`config.mk`:
```
export PLATFORM = sky130hd
export DESIGN_NAME = monitor_mux_adc_control
export DESIGN_NICKNAME = d
export VERILOG_FILES = /design/src/core/monitor_pkg.sv /design/src/core/monitor_mux_adc_control.sv /design/src/core/one_hot_selector.sv
export VERILOG_INCLUDE_DIRS = /design/src /design/src/core
export SDC_FILE = /design/constraint.sdc
export NUM_CORES = 1
export LEC_CHECK = 0
export ABC_AREA = 1
export BUFFER_PORTS_ARGS = -buffer_cell sky130_fd_sc_hd__buf_2
export CELL_PAD_IN_SITES_DETAIL_PLACEMENT = 2
export CELL_PAD_IN_SITES_GLOBAL_PLACEMENT = 2
export CORE_MARGIN = 4
export CORE_UTILIZATION = 23
export DETAILED_ROUTE_END_ITERATION = 10
export PLACE_DENSITY = 0.79
export SLEW_MARGIN = 15
export SYNTH_ARGS = -nofsm -noshare
export SYNTH_HDL_FRONTEND = slang
export SYNTH_SLANG_ARGS = --single-unit
```
`constraint.sdc`:
```
create_clock -name i_clk -period 2.1 [get_ports i_clk]
set_clock_uncertainty 0.2 [all_clocks]
set_input_delay 0.105 -clock i_clk [delete_from_list [all_inputs] [get_ports i_clk]]
set_output_delay 0.105 -clock i_clk [all_outputs]
set_load 0.1 [all_outputs]
```
`src/core/monitor_consts.svh`:
```
// constants for the monitoring mux and converter control
`ifndef MONITOR_CONSTS_SVH
`define MONITOR_CONSTS_SVH
`define MON_SEL_CFG_ADDR      8'h63
`define MON_SEL_CFG_RESET     13'h0000
`define MON_EN_BIT            12
`define MON_ISEL_MSB          11
`define MON_ISEL_LSB          6
`define MON_VSEL_MSB          5
`define MON_VSEL_LSB          0
`define MON_SEL_OFF           6'h3F
`define MON_TRIM_RESET        6'h20
`define CLK_FREQ_HZ           40000000
`define CONV_CLK_DIV          1024
`define CONV_PERIODS          14
`define RESULT_BITS           12
`endif

```
`src/core/monitor_pkg.sv`:
```
// types for the monitoring converter control
package monitor_pkg;
    typedef enum logic [1:0] {
        ST_IDLE,
        ST_ARMED,
        ST_CONVERT,
        ST_SETTLE
    } conv_state_t;
endpackage : monitor_pkg

```
`src/core/monitor_mux_adc_control.sv`:
```
// monitor selector, converter clock and successive approximation control
//
// Overview of operation
// [RL1] current and voltage selectors each take their own 6-bit code
// [RL2] code 63 disables a selector, leaving its output floating
// [RL3] selector decode is one-hot, at most one switch closed
// [RL4] config bit 12 enables monitoring, bits 5..0 select voltage input
// [RL5] config bits 11..6 select the current input
// [RL6] converter clock is the 40 MHz clock divided by 1024
// [RL7] 12-bit result resolved one bit per step, msb first
// [RL8] internal start pulse becomes a start aligned to converter clock
// [RL9] active-low done flag goes low when a conversion finishes
// [RL10] six-bit trim field drives the bridge capacitor adjust
// [RL11] results go out on the normal data links, interleaved with hits
// [RL12] result read via register reads or automatic readout
// [RL13] monitoring works at any time without stalling hit data
// [RL14] a conversion takes 14 converter clock periods
// [RL15] result holds until next conversion; reads never start one
// [RL16] controller configures, enables, pulses, waits, reads, disables
// [RL17] monitoring enable is 0 after reset
// [RL18] done flag returns high on accepted start until finish
`timescale 1ns/1ps
`include "monitor_consts.svh"
module monitor_mux_adc_control
    import monitor_pkg::*;
#(
    parameter int          CODE_W   = 6,
    parameter int          RES_W    = `RESULT_BITS,
    parameter int          DIV      = `CONV_CLK_DIV,
    parameter logic [5:0]  TRIM_RST = `MON_TRIM_RESET
) (
    input  wire logic                  i_clk,
    input  wire logic                  i_resetn,
    input  wire logic                  i_cfg_wr,
    input  wire logic [7:0]            i_cfg_addr,
    input  wire logic [12:0]           i_cfg_wdata,
    input  wire logic                  i_trim_wr,
    input  wire logic [5:0]            i_trim_wdata,
    input  wire logic                  i_start_pulse,
    input  wire logic                  i_comparator,
    input  wire logic                  i_result_rd,
    output logic [12:0]                o_cfg_rdata,
    output logic [5:0]                 o_converter_trim_cfg,
    output logic                       o_monitor_enable,
    output logic [(1<<CODE_W)-2:0]     o_current_selector_sw,
    output logic [(1<<CODE_W)-2:0]     o_voltage_selector_sw,
    output logic                       o_conv_clk_en,
    output logic                       o_converter_start,
    output logic [RES_W-1:0]           o_dac_code,
    output logic                       o_sample,
    output logic [RES_W-1:0]           o_conversion_result_reg,
    output logic                       o_conv_done_n,
    output logic                       o_result_rd_valid,
    output logic [RES_W-1:0]           o_result_rd_data
);
    localparam int DIV_W = $clog2(DIV);
    localparam int STEP_W = 4;
    localparam logic [STEP_W-1:0] LAST_STEP =
        STEP_W'(`CONV_PERIODS - 1);
    localparam logic [STEP_W-1:0] FIRST_BIT_STEP = STEP_W'(1);

    logic [12:0]        cfg_reg,     cfg_next;
    logic [5:0]         trim_reg,    trim_next;
    logic [DIV_W-1:0]   div_reg,     div_next;
    conv_state_t        state_reg,   state_next;
    logic [STEP_W-1:0]  step_reg,    step_next;
    logic [RES_W-1:0]   sar_reg,     sar_next;
    logic [RES_W-1:0]   result_reg,  result_next;
    logic               done_n_reg,  done_n_next;
    logic               start_reg,   start_next;
    logic               rdv_reg,     rdv_next;
    logic [RES_W-1:0]   rdd_reg,     rdd_next;
    logic               tick;
    logic [STEP_W-1:0]  bit_idx;

    // register storage
    always_comb begin
        cfg_next  = cfg_reg;
        trim_next = trim_reg;
        if (i_cfg_wr && i_cfg_addr == `MON_SEL_CFG_ADDR) begin
            cfg_next = i_cfg_wdata; // [RL4] [RL5]
        end
        if (i_trim_wr) begin
            trim_next = i_trim_wdata; // [RL10]
        end
    end

    always_ff @(posedge i_clk or negedge i_resetn) begin
        if (!i_resetn) begin
            cfg_reg  <= `MON_SEL_CFG_RESET; // [RL17]
            trim_reg <= TRIM_RST;
        end else begin
            cfg_reg  <= cfg_next;
            trim_reg <= trim_next;
        end
    end

    assign o_cfg_rdata          = cfg_reg;
    assign o_converter_trim_cfg = trim_reg;
    assign o_monitor_enable     = cfg_reg[`MON_EN_BIT];

    one_hot_selector #(.CODE_W(CODE_W)) u_current_sel (
        .i_code   (cfg_reg[`MON_ISEL_MSB:`MON_ISEL_LSB]), // [RL1] [RL5]
        .i_enable (cfg_reg[`MON_EN_BIT]),
        .o_switch (o_current_selector_sw)
    );

    one_hot_selector #(.CODE_W(CODE_W)) u_voltage_sel (
        .i_code   (cfg_reg[`MON_VSEL_MSB:`MON_VSEL_LSB]), // [RL1] [RL4]
        .i_enable (cfg_reg[`MON_EN_BIT]),
        .o_switch (o_voltage_selector_sw)
    );

    // free-running divider; tick is the converter clock enable
    always_comb begin
        div_next = div_reg + DIV_W'(1); // [RL6]
    end

    assign tick = (div_reg == DIV_W'(DIV - 1)); // [RL6]

    always_ff @(posedge i_clk or negedge i_resetn) begin
        if (!i_resetn) begin
            div_reg <= '0;
        end else begin
            div_reg <= div_next;
        end
    end

    assign o_conv_clk_en = tick;

    // step 0 samples, steps 1..12 resolve bits, step 13 latches result
    assign bit_idx = LAST_STEP - step_reg - STEP_W'(1);

    always_comb begin
        state_next  = state_reg;
        step_next   = step_reg;
        sar_next    = sar_reg;
        result_next = result_reg;
        done_n_next = done_n_reg;
        start_next  = 1'b0;
        case (state_reg)
            ST_IDLE: begin
                // start only counts while monitoring is enabled
                if (i_start_pulse && cfg_reg[`MON_EN_BIT]) begin // [RL8]
                    state_next  = ST_ARMED;
                    done_n_next = 1'b1; // [RL18]
                end
            end
            ST_ARMED: begin
                if (tick) begin
                    start_next = 1'b1; // [RL8]
                    state_next = ST_CONVERT;
                    step_next  = '0;
                    sar_next   = '0;
                end
            end
            ST_CONVERT: begin
                if (tick) begin
                    if (step_reg >= FIRST_BIT_STEP &&
                        step_reg < LAST_STEP) begin
                        // keep trial bit if input is above dac level
                        sar_next[bit_idx] = i_comparator; // [RL7]
                        if (bit_idx != '0) begin
                            sar_next[bit_idx - STEP_W'(1)] = 1'b1;
                        end
                    end else if (step_reg == '0) begin
                        sar_next[RES_W-1] = 1'b1; // [RL7]
                    end
                    if (step_reg == LAST_STEP) begin // [RL14]
                        result_next = sar_reg; // [RL15]
                        done_n_next = 1'b0; // [RL9]
                        state_next  = ST_IDLE;
                    end else begin
                        step_next = step_reg + STEP_W'(1);
                    end
                end
            end
            default: begin
                state_next = ST_IDLE;
            end
        endcase
    end

    always_ff @(posedge i_clk or negedge i_resetn) begin
        if (!i_resetn) begin
            state_reg  <= ST_IDLE;
            step_reg   <= '0;
            sar_reg    <= '0;
            result_reg <= '0;
            done_n_reg <= 1'b1;
            start_reg  <= 1'b0;
        end else begin
            state_reg  <= state_next;
            step_reg   <= step_next;
            sar_reg    <= sar_next;
            result_reg <= result_next;
            done_n_reg <= done_n_next;
            start_reg  <= start_next;
        end
    end

    assign o_converter_start       = start_reg;
    assign o_dac_code              = sar_reg;
    assign o_sample = (state_reg == ST_CONVERT) && (step_reg == '0);
    assign o_conversion_result_reg = result_reg;
    assign o_conv_done_n           = done_n_reg;

    // read path feeds the service-block mux; never touches the converter
    always_comb begin
        rdv_next = i_result_rd; // [RL12] [RL15]
        rdd_next = i_result_rd ? result_reg : rdd_reg; // [RL11] [RL13]
    end

    always_ff @(posedge i_clk or negedge i_resetn) begin
        if (!i_resetn) begin
            rdv_reg <= 1'b0;
            rdd_reg <= '0;
        end else begin
            rdv_reg <= rdv_next;
            rdd_reg <= rdd_next;
        end
    end

    assign o_result_rd_valid = rdv_reg;
    assign o_result_rd_data  = rdd_reg;
endmodule : monitor_mux_adc_control

```
`src/core/one_hot_selector.sv`:
```
// one-hot switch decode for one analog selector
`timescale 1ns/1ps
`include "monitor_consts.svh"
module one_hot_selector #(
    parameter int CODE_W = 6
) (
    input  wire logic [CODE_W-1:0]      i_code,
    input  wire logic                   i_enable,
    output logic [(1<<CODE_W)-2:0]      o_switch
);
    localparam int N_SW = (1 << CODE_W) - 1;

    // all-ones code has no switch so output floats
    genvar g;
    generate
        for (g = 0; g < N_SW; g++) begin : g_sw
            assign o_switch[g] = i_enable && (i_code == CODE_W'(g)); // [RL3] [RL2]
        end
    endgenerate
endmodule : one_hot_selector

```
==> run_results.csv <==
group,metric,value,unit
logic_synthesis,yosys-top-cells-area,"dfrtp_1, nor2_1, nand2_1",
critical_path,worstSetupPathType,"flip-flop to flip-flop",
critical_path,reg2reg_depth,11,
clocking,clock_path_buffers,2,
route,first_pass_iters,5,
placement,dpl_cell_area,8651,µm²
sta,setup_slack,-247.9,ps
floorplan,dieArea,20830,µm²
critical_path,crit_slowest_cell,"dfrtp_1",
floorplan,die_h,144.3,µm
power,vdd_ir_drop_max,0.5973,mV
sta,fmaxAchievable,0.4259,GHz
global_routing,grt_pass1_vias,6332,
sta,drv_slew,0,
route,via_per_inst,5.657,
route,drc,0,
logic_synthesis,yosysTopAreaCell,"dfrtp_1",
logic_synthesis,synth.distinct_cells,30,
logic_synthesis,synth-seq-area-share,43.38,%
clocking,numCtsBuffers,9,
logic_synthesis,syn_area,4274,µm²
global_routing,grt_pass1_wl,45450,µm
final_layout,final_area,9958,µm²
placement,place_ws,2.737,ps
critical_path,r2r_setup_slack,-250,ps
clocking,cts_max_level,3,
power,p_leak,3.989,nW
sta,max_slew_margin,58.90,%
sta,final-setup-viol-count,125,
clocking,cts.sinks,74,
logic_synthesis,synth_top_area_share,42.15,%
clocking,clk_latency,370,ps
global_routing,grt.total_usage,29.71,%
power,p_sw_share,34.96,%
floorplan,start_util,23.55,%
critical_path,critPathBufInv,1,
critical_path,crit_path_start_kind,"flip-flop",
placement,dp_hpwl,20850,µm
logic_synthesis,synth_cells,603,
route,totalWireLength,41130,µm
power,p_per_area,396.3,nW/µm²
route,drtIter0Drc,453,
placement,io_buffer_count,220,
power,power_frac_comb,17.5,%
critical_path,crit_chain,"buf_4 > nand2_1 > nand2_1 > nand2_1 > nand2_1 > nor2_4 > nand3_1 > nand2_1 > nand2_1 > nand2_1 > nand2_1",
clocking,cts_tree,"built",
sta,hold_ws,23.82,ps
sta,min_period_over_period,111.8,%
global_routing,antenna_found_initial,3,
global_routing,grt_overflow,0,
logic_synthesis,synthFlopType,"dfrtp_1",
sta,rsz0062_at_grt,"yes",
logic_synthesis,postSynth.asyncResetShare,100.0,%
min_path,hp-class,"input pin to asynchronous set/reset pin",
clocking,clockRootBuffer,"clkbuf_16",
power,clkPwrFrac,44.3,%
clocking,clk_pin_slew,80,ps
critical_path,rr_startpoint,"step_reg[0]",
critical_path,r2r_end,"o_dac_code[2]",
final_layout,layout.nets,931,
sta,worst_pin_slew,610.1,ps
route,dr_total_vias,6387,
power,p_int,0.002567,W
critical_path,worstPathMaxFanout,6,
run,maxCapViolCount,0,
run_status,status,"finished, violations left",
sta,finalHoldViolCount,0,
critical_path,critical_path_required,2150,ps
run_status,violations,"setup timing",
critical_path,end_kind,"flip-flop",
critical_path,arrival,2390,ps
route,detail_route.wl_per_cell,36.43,µm
floorplan,num_io_pins,221,
floorplan,die_w,144.3,µm
critical_path,cpMostUsedCell,"nand2_1",
final_layout,area_growth,133.0,%
final_layout,largest_reg_flops,13,
placement,gp_congestion,0.7493,
sta,setup-tns-final,-8176,ps
power,seq_power_share,38.2,%
floorplan,core,18150,µm²
global_routing,grt_max_degree,44,
critical_path,path_delay_family,"simple AND/OR/NAND/NOR gates",
power,p_switching,0.001379,W
critical_path,max_stage_delay,410,ps
sta,period_needed,2348,ps
logic_synthesis,synth_nets,642,
logic_synthesis,yosys_warnings,0,
power,p_total,0.003946,W
logic_synthesis,synth_enable_flop_cells,0,
final_layout,drive_above_1_share,60.65,%
floorplan,rows,49,
logic_synthesis,syn_avg_cell_area,7.088,µm²
logic_synthesis,synth_seq_cells,74,
route,ant_nets,0,
-- worst max-delay path by stage --
stage,from,to,slack (ps),depth (start not counted)
after floorplan,o_cfg_rdata[12],o_current_selector_sw[14],-330,3
after CTS,o_cfg_rdata[9],o_current_selector_sw[57],-140,5
after global routing,div_reg[0],o_conversion_result_reg[2],-300,10
after global placement,step_reg[1],o_dac_code[8],120,11
after detailed placement,step_reg[1],o_conversion_result_reg[6],3,7
final,step_reg[0],o_dac_code[2],-250,11
-- cell usage after synthesis (5+ instances only) --
library cell and number:
xor2_1 8, nand3_1 38, ha_1 5, nand4_1 6
nor2_1 161, clkbuf_1 15, dfrtp_1 72, mux2_2 18
nand2_1 155, o21ai_0 26, inv_1 53, a21oi_1 12
-- power by group through the flow --
stage | Combinational, W | Sequential (W) | Clock, W
floorplan | 0.000171 | 0.00168 | 0
global placement | 0.000491 | 0.00151 | 0
detailed placement | 0.000517 | 0.00152 | 0
CTS | 0.000591 | 0.00149 | 0.00168
global route | 0.000700 | 0.00151 | 0.00183
finish | 0.000690 | 0.00151 | 0.00175
-- layout by cell type (no fill, tap or decap), drive strengths merged --
| cell type | Yosys | final |
|---|---|---|
| dfrtp | 72 | 72 |
| o21ai | 27 | 27 |
| nand3b | 2 | 2 |
| mux2 | 18 | 18 |
| nand2 | 156 | 156 |
| buf | 8 | 270 |
| nor2 | 167 | 167 |
| clkbuf | 15 | 11 |
| inv | 57 | 60 |
| diode | 0 | 3 |
| ha | 5 | 5 |
| nand3 | 38 | 38 |
| xor2 | 8 | 8 |
| nand4 | 6 | 6 |
| a21oi | 13 | 13 |
| clkinv | 0 | 2 |
| nor3 | 4 | 4 |
| nor4 | 1 | 1 |
| and3 | 1 | 1 |
| or2 | 2 | 2 |
| bufinv | 0 | 1 |
| dfstp | 2 | 2 |
| clkinvlp | 0 | 1 |
| xnor2 | 1 | 1 |
| dlygate4sd3 | 0 | 29 |
-- cell type report --
| class | instances | area [µm²] |
|---|---|---|
| flip-flops and latches | 74 | 1876 |
| inverters | 57 | 224.0 |
| fillers | 1731 | 8189 |
| well taps | 229 | 286.5 |
| diodes | 3 | 7.507 |
| multi-input cells | 449 | 3391 |
| repair buffers | 301 | 3865 |
| clock buffers | 9 | 225.2 |
| clock inverters | 7 | 83.83 |
-- timing repair --
item / in CTS / in global routing
hold buffers: 29 / 0
setup endpoints to repair: 127 / 141
buffers inserted: 9 / 24
pin swaps: 3 / 10
gates cloned: 0 / 2
resized for setup: 40 / 71
hold endpoints to repair: 96 / 0
-- cell families (layout without fill, tap and decap cells) --
logic type               count (synthesis)  after routing  share of synthesized area [%]
adder cells (fa/ha/maj)                  5              5                          1.464
AO/OA/AOI/OAI                           40             40                          4.947
buffers and inverters                   80            374                          7.640
multiplexers                            18             18                          4.742
other                                    0              3                              0
flip-flops                              74             74                          43.38
AND/OR/NAND/NOR                        377            377                          35.98
XOR/XNOR                                 9              9                          1.844
-- stage by stage --
step / cells / utilization, %
floorplan: 603 / -
global route: 1129 / 54.87
CTS: 1100 / 52.21
finish: 1129 / 54.87
detailed placement: 1046 / 47.67
global placement: 1046 / 47.67
-- layer usage --
metal	GRT usage (%)	share of wire (%)	vias to the layer above
met5	0	0	-
met1	34.59	37	3338
met2	52.77	49	432
li1	-	-	2465
met3	6.217	7.4	152
met4	12.52	6.4	0
Power figures use the tool's default switching activity.
